[src/ssc_pkg.sv]
package ssc_pkg;
    // ----------------------------------------------------------------
    // register map
    // ----------------------------------------------------------------
    localparam logic [7:0] OFS_CTRL   = 8'h00;
    localparam logic [7:0] OFS_SHLEN  = 8'h04;
    localparam logic [7:0] OFS_PATTOT = 8'h08;
    localparam logic [7:0] OFS_WARM   = 8'h0C;
    localparam logic [7:0] OFS_CAPCYC = 8'h10;
    localparam logic [7:0] OFS_SHARE  = 8'h14;
    localparam logic [7:0] OFS_STAT   = 8'h18;
    localparam int CTRL_MODE  = 0;
    localparam int CTRL_START = 1;
    localparam int CTRL_ABORT = 2;
    localparam logic [1:0] RESP_OK  = 2'h0;
    localparam logic [1:0] RESP_ERR = 2'h2;
    // ----------------------------------------------------------------
    // sequencing constants
    // ----------------------------------------------------------------
    localparam int PAUSE_CYC = 8;      // build choice, 2..8 only
    localparam int NUM_SEQ   = 4;      // capture sequences configured
    localparam int WARM_W    = 8;
    localparam int CAP_W     = 4;      // holds up to 15 cycles
    localparam int PAT_W     = 16;
    localparam logic [CAP_W-1:0] CAP_MAX = 4'hF;
    localparam logic [15:0] SHLEN_RST  = 16'h0010;
    localparam logic [15:0] PATTOT_RST = 16'h0100;
    localparam logic [23:0] SHARE_RST  = 24'hC08040;
    typedef enum logic [2:0] {
        ST_IDLE   = 3'h0,
        ST_SHIFT  = 3'h1,
        ST_SPAUSE = 3'h3,
        ST_CAPT   = 3'h2,
        ST_CPAUSE = 3'h6,
        ST_DONE   = 3'h7
    } ssc_state_e;
    // controls toward clock controller and pattern logic
    typedef struct packed {
        logic shift_clock;
        logic scan_enable;
        logic capture_en;
        logic capture_window;
        logic gen_clk_en;
        logic misr_en;
    } ssc_scan_s;
endpackage : ssc_pkg

[src/ssc_sequencer.sv]
`timescale 1ns/100ps
`default_nettype none
module ssc_sequencer (
    input  wire logic                 clock,         // self-test clock
    input  wire logic                 reset,         // sync, active high
    input  wire logic [7:0]           s_axi_awaddr,  // write address
    input  wire logic                 s_axi_awvalid, // write addr valid
    output logic                      s_axi_awready, // write addr ready
    input  wire logic [31:0]          s_axi_wdata,   // write data
    input  wire logic [3:0]           s_axi_wstrb,   // byte enables
    input  wire logic                 s_axi_wvalid,  // write data valid
    output logic                      s_axi_wready,  // write data ready
    output logic [1:0]                s_axi_bresp,   // write response
    output logic                      s_axi_bvalid,  // response valid
    input  wire logic                 s_axi_bready,  // response ready
    input  wire logic [7:0]           s_axi_araddr,  // read address
    input  wire logic                 s_axi_arvalid, // read addr valid
    output logic                      s_axi_arready, // read addr ready
    output logic [31:0]               s_axi_rdata,   // read data
    output logic [1:0]                s_axi_rresp,   // read response
    output logic                      s_axi_rvalid,  // read valid
    input  wire logic                 s_axi_rready,  // read ready
    output ssc_pkg::ssc_scan_s        scan_o,        // scan controls
    output logic [1:0]                seq_index      // capture sequence
);
    import ssc_pkg::*;

    // ----------------------------------------------------------------
    // registers and state
    // ----------------------------------------------------------------
    logic                mode_q;
    logic [15:0]         shlen_q;
    logic [PAT_W-1:0]    pattot_q;
    logic [WARM_W-1:0]   warm_q;
    logic [CAP_W-1:0]    capcyc_q;
    logic [23:0]         share_q;
    logic                done_q;
    logic                warm_act_q;
    ssc_state_e          st_q;
    logic [15:0]         cnt_q;
    logic [PAT_W-1:0]    pat_q;
    logic                shclk_q;
    logic                scan_en_q;
    logic [1:0]          idx_q;
    logic                aw_got_q, w_got_q;
    logic [7:0]          awaddr_q;
    logic [31:0]         wdata_q;
    logic [3:0]          wstrb_q;
    logic                do_wr;
    logic                start, abort;
    logic [CAP_W-1:0]    cap_len;
    logic [31:0]         shlen_m, pattot_m, share_m;
    logic [CAP_W:0]      capt_run_q;

    // merge data under byte enables
    function automatic logic [31:0] merge(input logic [31:0] old,
                                          input logic [31:0] nw,
                                          input logic [3:0]  be);
        logic [31:0] r;
        r = old;
        for (int i = 0; i < 4; i++) begin
            if (be[i]) begin
                r[i*8 +: 8] = nw[i*8 +: 8];
            end
        end
        return r;
    endfunction : merge

    // pick the sequence whose share holds this pattern slot
    function automatic logic [1:0] seq_of(input logic [7:0]  slot,
                                          input logic [23:0] bnd);
        logic [1:0] r;
        r = 2'h0;
        for (int i = 0; i < NUM_SEQ - 1; i++) begin
            if (slot >= bnd[i*8 +: 8]) begin
                r = 2'(i + 1);
            end
        end
        return r;
    endfunction : seq_of

    // ----------------------------------------------------------------
    // bus write side
    // ----------------------------------------------------------------
    assign s_axi_awready = !aw_got_q && !s_axi_bvalid;
    assign s_axi_wready  = !w_got_q && !s_axi_bvalid;
    assign do_wr         = aw_got_q && w_got_q && !s_axi_bvalid;
    assign start = do_wr && awaddr_q == OFS_CTRL && wstrb_q[0]
                   && wdata_q[CTRL_START];
    assign abort = do_wr && awaddr_q == OFS_CTRL && wstrb_q[0]
                   && wdata_q[CTRL_ABORT];

    // address and data may arrive in either order
    always_ff @(posedge clock) begin
        if (reset) begin
            aw_got_q <= 1'b0;
            w_got_q  <= 1'b0;
            awaddr_q <= 8'h00;
            wdata_q  <= 32'h0;
            wstrb_q  <= 4'h0;
        end else begin
            if (s_axi_awvalid && s_axi_awready) begin
                aw_got_q <= 1'b1;
                awaddr_q <= s_axi_awaddr;
            end
            if (s_axi_wvalid && s_axi_wready) begin
                w_got_q <= 1'b1;
                wdata_q <= s_axi_wdata;
                wstrb_q <= s_axi_wstrb;
            end
            if (do_wr) begin
                aw_got_q <= 1'b0;
                w_got_q  <= 1'b0;
            end
        end
    end

    // response one cycle after both halves are held
    always_ff @(posedge clock) begin
        if (reset) begin
            s_axi_bvalid <= 1'b0;
            s_axi_bresp  <= RESP_OK;
        end else if (do_wr) begin
            s_axi_bvalid <= 1'b1;
            s_axi_bresp  <= (awaddr_q > OFS_STAT || awaddr_q[1:0] != 2'h0)
                            ? RESP_ERR : RESP_OK;
        end else if (s_axi_bready) begin
            s_axi_bvalid <= 1'b0;
        end
    end

    // merged words for the strobed registers
    assign shlen_m  = merge({16'h0, shlen_q}, wdata_q, wstrb_q);
    assign pattot_m = merge({16'h0, pattot_q}, wdata_q, wstrb_q);
    assign share_m  = merge({8'h0, share_q}, wdata_q, wstrb_q);

    // config registers; writes while busy would upset the run
    always_ff @(posedge clock) begin
        if (reset) begin
            mode_q   <= 1'b0;
            shlen_q  <= SHLEN_RST;
            pattot_q <= PATTOT_RST;
            capcyc_q <= '0;
            share_q  <= SHARE_RST;
        end else if (do_wr) begin
            unique case (awaddr_q)
                OFS_CTRL:   mode_q <= wstrb_q[0] ? wdata_q[CTRL_MODE]
                                                 : mode_q;
                OFS_SHLEN:  shlen_q <= shlen_m[15:0];
                OFS_PATTOT: pattot_q <= pattot_m[15:0];
                OFS_CAPCYC: capcyc_q <= wstrb_q[0] ? wdata_q[CAP_W-1:0]
                                                   : capcyc_q;
                OFS_SHARE:  share_q <= share_m[23:0];
                default: ;
            endcase
        end
    end

    // ----------------------------------------------------------------
    // bus read side
    // ----------------------------------------------------------------
    assign s_axi_arready = !s_axi_rvalid;

    always_ff @(posedge clock) begin
        if (reset) begin
            s_axi_rvalid <= 1'b0;
            s_axi_rdata  <= 32'h0;
            s_axi_rresp  <= RESP_OK;
        end else if (s_axi_arvalid && s_axi_arready) begin
            s_axi_rvalid <= 1'b1;
            s_axi_rresp  <= RESP_OK;
            unique case (s_axi_araddr)
                OFS_CTRL:   s_axi_rdata <= {31'h0, mode_q};
                OFS_SHLEN:  s_axi_rdata <= {16'h0, shlen_q};
                OFS_PATTOT: s_axi_rdata <= {16'h0, pattot_q};
                OFS_WARM:   s_axi_rdata <= {24'h0, warm_q};
                OFS_CAPCYC: s_axi_rdata <= {28'h0, capcyc_q};
                OFS_SHARE:  s_axi_rdata <= {8'h0, share_q};
                OFS_STAT:   s_axi_rdata <= {pat_q, 10'h0, st_q,
                                            warm_act_q, done_q,
                                            st_q != ST_IDLE};
                default: begin
                    s_axi_rdata <= 32'h0;
                    s_axi_rresp <= RESP_ERR;
                end
            endcase
        end else if (s_axi_rready) begin
            s_axi_rvalid <= 1'b0;
        end
    end

    // ----------------------------------------------------------------
    // pattern sequencer
    // ----------------------------------------------------------------
    // unprogrammed capture count falls back to the counter maximum
    assign cap_len = (capcyc_q == '0) ? CAP_MAX : capcyc_q;

    // shift, pause, capture, pause per pattern
    always_ff @(posedge clock) begin
        if (reset) begin
            st_q    <= ST_IDLE;
            cnt_q   <= 16'h0;
            pat_q   <= '0;
            shclk_q <= 1'b0;
        end else if (abort) begin
            st_q    <= ST_IDLE;
            shclk_q <= 1'b0;
        end else begin
            unique case (st_q)
                ST_IDLE, ST_DONE: begin
                    if (start && mode_q) begin
                        st_q  <= ST_SHIFT;
                        cnt_q <= shlen_q;
                        pat_q <= '0;
                    end
                end
                ST_SHIFT: begin
                    // one shift clock every two cycles
                    shclk_q <= !shclk_q;
                    if (shclk_q) begin
                        cnt_q <= cnt_q - 16'h1;
                        if (cnt_q <= 16'h1) begin
                            st_q  <= ST_SPAUSE;
                            cnt_q <= 16'(PAUSE_CYC - 1);
                        end
                    end
                end
                ST_SPAUSE: begin
                    cnt_q <= cnt_q - 16'h1;
                    if (cnt_q == 16'h0) begin
                        st_q  <= ST_CAPT;
                        cnt_q <= {12'h0, cap_len} - 16'h1;
                    end
                end
                ST_CAPT: begin
                    cnt_q <= cnt_q - 16'h1;
                    if (cnt_q == 16'h0) begin
                        st_q  <= ST_CPAUSE;
                        cnt_q <= 16'(PAUSE_CYC - 1);
                    end
                end
                ST_CPAUSE: begin
                    cnt_q <= cnt_q - 16'h1;
                    if (cnt_q == 16'h0) begin
                        pat_q <= pat_q + 1'b1;
                        cnt_q <= shlen_q;
                        st_q  <= (pat_q + 1'b1 >= pattot_q)
                                 ? ST_DONE : ST_SHIFT;
                    end
                end
                default: st_q <= ST_IDLE;
            endcase
        end
    end

    // scan enable drops one cycle into the shift pause and rises one
    // cycle before the capture pause ends, so it never moves with capture boundaries
    always_ff @(posedge clock) begin
        if (reset) begin
            scan_en_q <= 1'b1;
        end else if (st_q == ST_SPAUSE && cnt_q == 16'(PAUSE_CYC - 1)) begin
            scan_en_q <= 1'b0;
        end else if (st_q == ST_CPAUSE && cnt_q == 16'h1) begin
            scan_en_q <= 1'b1;
        end else if (st_q == ST_IDLE || st_q == ST_DONE) begin
            scan_en_q <= 1'b1;
        end
    end

    // warm-up tracking; start re-arms, end copies pattern count in
    always_ff @(posedge clock) begin
        if (reset) begin
            warm_q     <= '0;
            warm_act_q <= 1'b0;
        end else if (do_wr && awaddr_q == OFS_WARM && wstrb_q[0]) begin
            warm_q <= wdata_q[WARM_W-1:0];
        end else if (start && mode_q) begin
            warm_act_q <= (warm_q != '0);
        end else if (warm_act_q && st_q == ST_CPAUSE && cnt_q == 16'h0
                     && !abort && pat_q + 1'b1 >= PAT_W'(warm_q)) begin
            // drop at the pattern step, so the first counted shift
            // already feeds the signature
            warm_act_q <= 1'b0;
            warm_q     <= WARM_W'(pat_q + 1'b1);
        end
    end

    // done is set by the sequencer, cleared by the next start
    always_ff @(posedge clock) begin
        if (reset) begin
            done_q <= 1'b0;
        end else if (st_q == ST_CPAUSE && cnt_q == 16'h0
                     && pat_q + 1'b1 >= pattot_q) begin
            done_q <= 1'b1;
        end else if (start) begin
            done_q <= 1'b0;
        end
    end

    // index registered so it holds steady across each capture; it follows each pattern step one cycle late
    generate
        if (NUM_SEQ > 1) begin : g_idx
            always_ff @(posedge clock) begin
                if (reset) begin
                    idx_q <= 2'h0;
                end else begin
                    idx_q <= seq_of(pat_q[7:0], share_q);
                end
            end
        end else begin : g_one
            always_ff @(posedge clock) begin
                idx_q <= 2'h0;
            end
        end
    endgenerate

    // ----------------------------------------------------------------
    // outputs
    // ----------------------------------------------------------------
    assign seq_index            = idx_q;
    assign scan_o.shift_clock    = shclk_q;
    assign scan_o.scan_enable    = scan_en_q;
    assign scan_o.capture_en     = mode_q & ~scan_en_q;
    assign scan_o.capture_window = (st_q == ST_CAPT);
    // pattern logic clocks only run while shifting
    assign scan_o.gen_clk_en     = (st_q == ST_SHIFT);
    assign scan_o.misr_en        = (st_q == ST_SHIFT)
                                   && !warm_act_q;

    // ----------------------------------------------------------------
    // checks
    // ----------------------------------------------------------------
    property p_capt_no_scan;
        @(posedge clock) disable iff (reset)
        st_q == ST_CAPT |-> !scan_en_q;
    endproperty
    a_capt_no_scan: assert property (p_capt_no_scan)
        else $error("scan enable high in capture");

    property p_spause_len;
        @(posedge clock) disable iff (reset)
        $rose(st_q == ST_SPAUSE) |-> (st_q == ST_SPAUSE) [*8]
            ##1 st_q == ST_CAPT;
    endproperty
    a_spause_len: assert property (p_spause_len)
        else $error("shift pause length wrong");

    property p_cpause_len;
        @(posedge clock) disable iff (reset)
        $rose(st_q == ST_CPAUSE) |-> (st_q == ST_CPAUSE) [*8]
            ##1 st_q != ST_CPAUSE;
    endproperty
    a_cpause_len: assert property (p_cpause_len)
        else $error("capture pause length wrong");

    property p_se_fall;
        @(posedge clock) disable iff (reset)
        $rose(st_q == ST_SPAUSE) |=> $fell(scan_en_q);
    endproperty
    a_se_fall: assert property (p_se_fall)
        else $error("scan enable did not fall in pause");

    property p_se_rise;
        @(posedge clock) disable iff (reset)
        $rose(scan_en_q) && st_q != ST_IDLE |-> st_q == ST_CPAUSE;
    endproperty
    a_se_rise: assert property (p_se_rise)
        else $error("scan enable rose outside capture pause");

    // cycles spent in the current capture, for the length check
    always_ff @(posedge clock) begin
        if (reset || st_q != ST_CAPT) begin
            capt_run_q <= '0;
        end else begin
            capt_run_q <= capt_run_q + 1'b1;
        end
    end

    property p_capt_len;
        @(posedge clock) disable iff (reset)
        $fell(st_q == ST_CAPT) && !$past(abort) && capcyc_q == '0 |->
            capt_run_q == {1'b0, CAP_MAX};
    endproperty
    a_capt_len: assert property (p_capt_len)
        else $error("default capture length wrong");

    property p_no_misr_warm;
        @(posedge clock) disable iff (reset)
        warm_act_q |-> !scan_o.misr_en;
    endproperty
    a_no_misr_warm: assert property (p_no_misr_warm)
        else $error("signature updated during warm-up");

    property p_warm_load;
        @(posedge clock) disable iff (reset)
        $fell(warm_act_q) && !$past(start) |->
            warm_q == pat_q[WARM_W-1:0];
    endproperty
    a_warm_load: assert property (p_warm_load)
        else $error("warm-up register not loaded");

    property p_pat_step;
        @(posedge clock) disable iff (reset)
        st_q == ST_CPAUSE && cnt_q == 16'h0 && !abort |=>
            pat_q == $past(pat_q) + 1'b1;
    endproperty
    a_pat_step: assert property (p_pat_step)
        else $error("pattern count did not advance");

    property p_gate_capt;
        @(posedge clock) disable iff (reset)
        st_q == ST_CAPT |-> !scan_o.gen_clk_en && scan_o.capture_en;
    endproperty
    a_gate_capt: assert property (p_gate_capt)
        else $error("pattern clocks on or capture enable low in capture");
endmodule : ssc_sequencer
`default_nettype wire

[config.mk]
export PLATFORM = sky130hd
export DESIGN_NAME = ssc_sequencer
export DESIGN_NICKNAME = d
export VERILOG_FILES = /design/src/ssc_pkg.sv /design/src/ssc_sequencer.sv
export SDC_FILE = /design/constraint.sdc
export NUM_CORES = 1
export LEC_CHECK = 0
export BUFFER_PORTS_ARGS = -buffer_cell sky130_fd_sc_hd__buf_2
export CAP_MARGIN = 20
export CORE_MARGIN = 1.5
export CORE_UTILIZATION = 50
export CTS_BUF_LIST = sky130_fd_sc_hd__clkbuf_16
export DETAILED_ROUTE_END_ITERATION = 16
export GPL_ROUTABILITY_DRIVEN = 0
export PLACE_DENSITY = 0.7
export SLEW_MARGIN = 10
export SYNTH_ARGS = -nofsm -noshare
export SYNTH_HDL_FRONTEND = slang
export SYNTH_SLANG_ARGS = --single-unit
[constraint.sdc]
create_clock -name clock -period 3.7 [get_ports clock]
set_input_delay 0.555 -clock clock [delete_from_list [all_inputs] [get_ports clock]]
set_output_delay 0.555 -clock clock [all_outputs]
set_load 0.05 [all_outputs]
== Yosys cells after proc, flatten, opt, wreduce, memory -nomap -nowiden ==
Cells that the tools add are included.

* Input bits: 59
* Bits in registers: 185

* Reduce and logical (&&, ||, !) cells: 66
* Mux-type cells: 39
* Magnitude comparators: 7
* Equal/unequal tests: 25
* Add/sub/neg operators: 3
* Bitwise gates (word level): 4

{| class="wikitable"
|+ Operators with widths
! cell !! count
|-
| $pmux W32 S7 || 1
|-
| $mux W16 || 8
|-
| $pmux W16 S5 || 1
|-
| $eq A8 B5 Y1 const B || 5
|-
| $eq A8 B4 Y1 const B || 4
|-
| $pmux W16 S2 || 1
|-
| $reduce_and A3 Y1 || 9
|-
| $ge A8 B8 Y1 || 3
|-
| $mux W8 || 3
|-
| $logic_and A1 B1 Y1 || 23
|-
| $mux W3 || 7
|-
| $add A16 B1 Y16 const B || 1
|-
| $eq A16 B1 Y1 const B || 1
|-
| $eq A16 B3 Y1 const B || 1
|-
| $eq A8 B3 Y1 const B || 2
|-
| $ge A16 B16 Y1 || 1
|-
| $ge A16 B8 Y1 || 1
|-
| $le A16 B1 Y1 const B || 1
|-
| $logic_not A16 Y1 || 1
|-
| $logic_not A8 Y1 || 2
|-
| $sub A16 B1 Y16 const B || 1
|-
| $pmux W3 S5 || 1
|-
| $reduce_bool A2 Y1 || 7
|-
| $mux W1 || 12
|-
| 23 further kinds || 47
|}

== Depth between registers and ports, before layout ==
* Depth in word-level cells: 11
* Mapped depth: 13
* Gate-level depth less buffers: 12

== Worst setup path before layout ==
Ideal clock, no wire load.

* Path type: register to register
* Start point: register pat_q[2]
* End point: register warm_q[2]
* Required time: 3630 ps
* Stages on the path, launching flop included: 14
* Buffers on the path: 1
* Arrival time: 3014 ps
* Path slack: 615 ps
* Period minus slack after synthesis: 3085 ps
* Path through: dfxtp_1 > clkbuf_1 > and3_1 > nand3_1 > xnor2_1 > ha_1 > a21o_1 > a21o_1 > a21oi_1 > nand4_1 > or2_2 > nor3_1 > a22oi_1 > a21oi_1

* Longest elaborated chain between the ends: 5
* Elaborated cells between the ends (all ways): 8

{| class="wikitable"
|+ RTL lines
! what !! RTL line !! source
|-
| from (decl) || ssc_sequencer.sv:41 || <nowiki>logic [PAT_W-1:0] pat_q;</nowiki>
|-
| from (signal assigned) || ssc_sequencer.sv:245 || <nowiki>pat_q <= pat_q + 1'b1;</nowiki>
|-
| $add A16 B1 Y16 * || ssc_sequencer.sv:280 || <nowiki>&& !abort && pat_q + 1'b1 >= PAT_W'(warm_q)) begin</nowiki>
|-
| $ge A16 B8 Y1 || ssc_sequencer.sv:280 ||
|-
| $logic_and A1 B1 Y1 || ssc_sequencer.sv:280 ||
|-
| $reduce_bool A2 Y1 (no line) || n/a ||
|-
| $reduce_and A2 Y1 (no line) || n/a ||
|-
| to (signal assigned) || ssc_sequencer.sv:276 || <nowiki>warm_q <= wdata_q[WARM_W-1:0];</nowiki>
|-
| to (signal assigned) || ssc_sequencer.sv:284 || <nowiki>warm_q <= WARM_W'(pat_q + 1'b1);</nowiki>
|-
| to (decl) || ssc_sequencer.sv:34 || <nowiki>logic [WARM_W-1:0] warm_q;</nowiki>
|}

Mark *: on every way between the ends. The rest lies on a longest branch, timed or not. The select of a mux whose other input is x is not followed.
A chain may end at the register's enable or synchronous reset.

== Final worst setup path ==
* Start point: register pat_q[3]
* End point: register warm_q[5]

Same word-level chain as after synthesis.

==> metrics.cfg <==
[sta]
finalClockSkew_ps=11.5
period_minus_slack_ps=3280
slew_headroom=0.273
slew_viol_final=0
setup_repair_after_global_routing_missed_its_margin=no
final_setup_violations=0
setup_ws_ps=420
min_period_over_period=0.886
fin_setup_tns_ps=0
fmax_mhz=305
finalHoldViolCount=0
worst_hold_slack_ps=292
worst-slew-pin-transition_ps=1090

[pwr]
p_int_w=0.00307
p_sw_frac=0.247
power_switching_w=0.00101
power.density_mw_per_mm2=368
comb_power_share=0.053
power.share.clock=0.446
power.ir.vdd_worst_mv=0.377
power.share.sequential=0.501
cellLeakagePower_nw=4.54

[routing]
via_to_cell_ratio=5.80
route.vias.total=9186
number_of_design_rule_violations_left_after_detail_routing=0
dr.first_iter.drc_count=851
routed_wirelength_um=27500
final_antenna_net_count=0
drt_first_pass_iters=6
route.detailed.wl_per_inst_um=17.4

[yosys]
number_of_different_library_cells_in_the_post_synthesis_netlist=75
netlist_instances=1246
ys_seq_area_frac=0.375
synth_edf_count=0
synth_area_per_cell_um2=7.85
postSynthRegisterBits=183
mappedNetlistArea_mm2=0.00978
synth_async_sr_flop_share=0
synth.yosys.warnings=0
synth_top_flop_cell=sky130_fd_sc_hd__dfxtp_1

[cts]
cts_max_level=4
max-clock-path-buffers=2
clkSlewWorstSetupHoldPaths_ps=70
root_buffer=sky130_fd_sc_hd__clkbuf_16
cts_setup_buffers=0
tritoncts=yes
clock_tree_sinks=183
tritoncts.num_buffers=17
cts.repair.resized=0
clk_latency_ps=440
hold_buffers=0

[place]
post_dp_cell_area_mm2=0.0105
place.port_buffers=96
dp_cells=1550
place.detailed.hpwl_um=19900
detailedPlace.worstSlack_ps=481

[floorplan]
io-pin-count=108
start_util=0.516
die_area_mm2=0.0204
dieWidth_um=143
design.core.area_mm2=0.0190
rows=50
chipHeight_um=143

[final_layout]
final_nets=1421
layout-drive-gt1-share=0.132
areaGrowthSynthToFinish_pct=13.2
final_area_mm2=0.0111
fin_cells=1583
n_antenna_cell=0

[grt]
grt_start_max_net_pins=129
global_route.usage.total=0.277
first_global_vias=8500
initial_antenna_violation_count=1
grt_first_pass_wirelength_um=44200
global_route.overflow_total=0

[critical_path]
critical_path.endpoint_type=flip-flop
critical_path_required_ps=4000
critPathArrivalTime_ps=3580
timing.setup.critical_path_class=flip-flop to flip-flop
cp-start-kind=flip-flop
worst-path-max-fanout=11

[run]
max_cap_violations=0

[min_path]
holdCritPathClass=input pin to flip-flop

[status]
run_status=completed

-- final cells by class --
type	instances	area, µm²
Fill cell	1781	7880
Multi-Input combinational cell	921	5570
Sequential cell	183	3660
Timing Repair Buffer	122	702
Clock buffer	17	425
Tap cell	260	325
Inverter	65	244
Clock inverter	15	150
-- cell usage in the layout (no fill, tap or decap), types with 4 or more instances in the layout --
master,n
sky130_fd_sc_hd__and3_1,22
sky130_fd_sc_hd__clkbuf_16,17
sky130_fd_sc_hd__o21ai_0,36
sky130_fd_sc_hd__inv_1,66
sky130_fd_sc_hd__nand2b_1,13
sky130_fd_sc_hd__nor4_1,13
sky130_fd_sc_hd__buf_2,95
sky130_fd_sc_hd__o31ai_1,4
sky130_fd_sc_hd__a21oi_1,143
sky130_fd_sc_hd__a211oi_1,5
sky130_fd_sc_hd__nand3_1,46
sky130_fd_sc_hd__dfxtp_1,183
sky130_fd_sc_hd__nand4_1,8
sky130_fd_sc_hd__nor2b_1,5
sky130_fd_sc_hd__ha_1,52
sky130_fd_sc_hd__or4_1,4
sky130_fd_sc_hd__inv_6,6
sky130_fd_sc_hd__and2_1,4
sky130_fd_sc_hd__a311oi_1,6
sky130_fd_sc_hd__xor2_1,8
sky130_fd_sc_hd__a222oi_1,10
sky130_fd_sc_hd__or3_1,9
sky130_fd_sc_hd__buf_4,25
sky130_fd_sc_hd__nor2_1,152
sky130_fd_sc_hd__nand2_1,169
sky130_fd_sc_hd__a22oi_1,35
sky130_fd_sc_hd__xnor2_1,18
sky130_fd_sc_hd__nor3_1,30
sky130_fd_sc_hd__a21o_1,10
sky130_fd_sc_hd__a211o_1,5
sky130_fd_sc_hd__mux2i_1,43
sky130_fd_sc_hd__mux2_2,4
sky130_fd_sc_hd__nand3b_1,4
-- flip-flops by register name, summed over array words and instances (netlist names), 2 cells and up --
| signal | cells |
|---|---|
| pat_q | 16 |
| pattot_q | 16 |
| awaddr_q | 8 |
| wdata_q | 24 |
| wstrb_q | 3 |
| st_q | 3 |
| warm_q | 8 |
| share_q | 24 |
| s_axi_rdata | 32 |
| seq_index | 2 |
| shlen_q | 16 |
| capcyc_q | 4 |
| cnt_q | 16 |
-- cells by family after synthesis --
group | count (synthesis) | synth area share
multiplexers | 47 | 0.0486
AO/OA/AOI/OAI | 297 | 0.195
flip-flops | 183 | 0.375
XOR/XNOR | 26 | 0.0233
buffers and inverters | 143 | 0.0568
AND/OR/NAND/NOR | 496 | 0.234
other | 1 | 0.000383
adder cells (fa/ha/maj) | 53 | 0.0675
-- final timing paths --
check                                start                        end  slack (ps)  depth (start not counted)
hold / removal                s_axi_rready  s_axi_rvalid$_SDFFE_PP0P_         290                          2
setup reg to reg     pat_q[3]$_SDFFE_PP0P_     warm_q[5]$_SDFFE_PP0P_         420                         11
setup / recovery     pat_q[3]$_SDFFE_PP0P_     warm_q[5]$_SDFFE_PP0P_         420                         11
hold reg to reg   wdata_q[23]$_SDFFE_PP0P_   wdata_q[23]$_SDFFE_PP0P_         450                          2
-- metal layers --
layer  vias to the layer above  share of wire  global-route usage
met2                       323           0.45               0.435
met3                        43          0.072              0.0543
met5                         -              0                   0
met4                         0          0.025               0.106
li1                       4507              -                   -
met1                      4313           0.45               0.376
-- through the flow --
step	power, W	utilization
floorplan	0.00221	-
global placement	0.00229	0.552
detailed placement	0.00229	0.552
CTS	0.00409	0.583
global route	0.00420	0.584
finish	0.00407	0.584
-- critical path: stages (launching register included) --
cell	delay [ps]
sky130_fd_sc_hd__dfxtp_1	600
sky130_fd_sc_hd__nand4_1	320
sky130_fd_sc_hd__nor2_1	370
sky130_fd_sc_hd__xor2_1	340
sky130_fd_sc_hd__ha_1	310
sky130_fd_sc_hd__and4_1	180
sky130_fd_sc_hd__o21ai_0	70
sky130_fd_sc_hd__o2bb2ai_1	90
sky130_fd_sc_hd__or2_2	310
sky130_fd_sc_hd__o211a_1	300
sky130_fd_sc_hd__a22oi_1	160
sky130_fd_sc_hd__a21oi_1	80
-- Yosys cell counts (30+ instances only) --
cell type                    n  area share
sky130_fd_sc_hd__dfxtp_1   183        0.37
sky130_fd_sc_hd__nand2_1   169       0.065
sky130_fd_sc_hd__nor2_1    152       0.058
sky130_fd_sc_hd__a21oi_1   143       0.073
sky130_fd_sc_hd__clkbuf_1   67       0.026
sky130_fd_sc_hd__inv_1      64       0.025
sky130_fd_sc_hd__ha_1       52       0.067
sky130_fd_sc_hd__nand3_1    46       0.024
sky130_fd_sc_hd__mux2i_1    43       0.044
sky130_fd_sc_hd__o21ai_0    36       0.018
sky130_fd_sc_hd__a22oi_1    35       0.027
sky130_fd_sc_hd__nor3_1     30       0.015
-- power by group through the flow --
stage	sequential [W]	clock, W	combinational, W
final	0.00204	0.00182	0.000216
after global routing	0.00204	0.00192	0.000241
after floorplan	0.00207	0	0.000138
after detailed placement	0.00208	0	0.000212
after CTS	0.00204	0.00184	0.000212
after global placement	0.00208	0	0.000210
(Power assumes the default switching activity.)
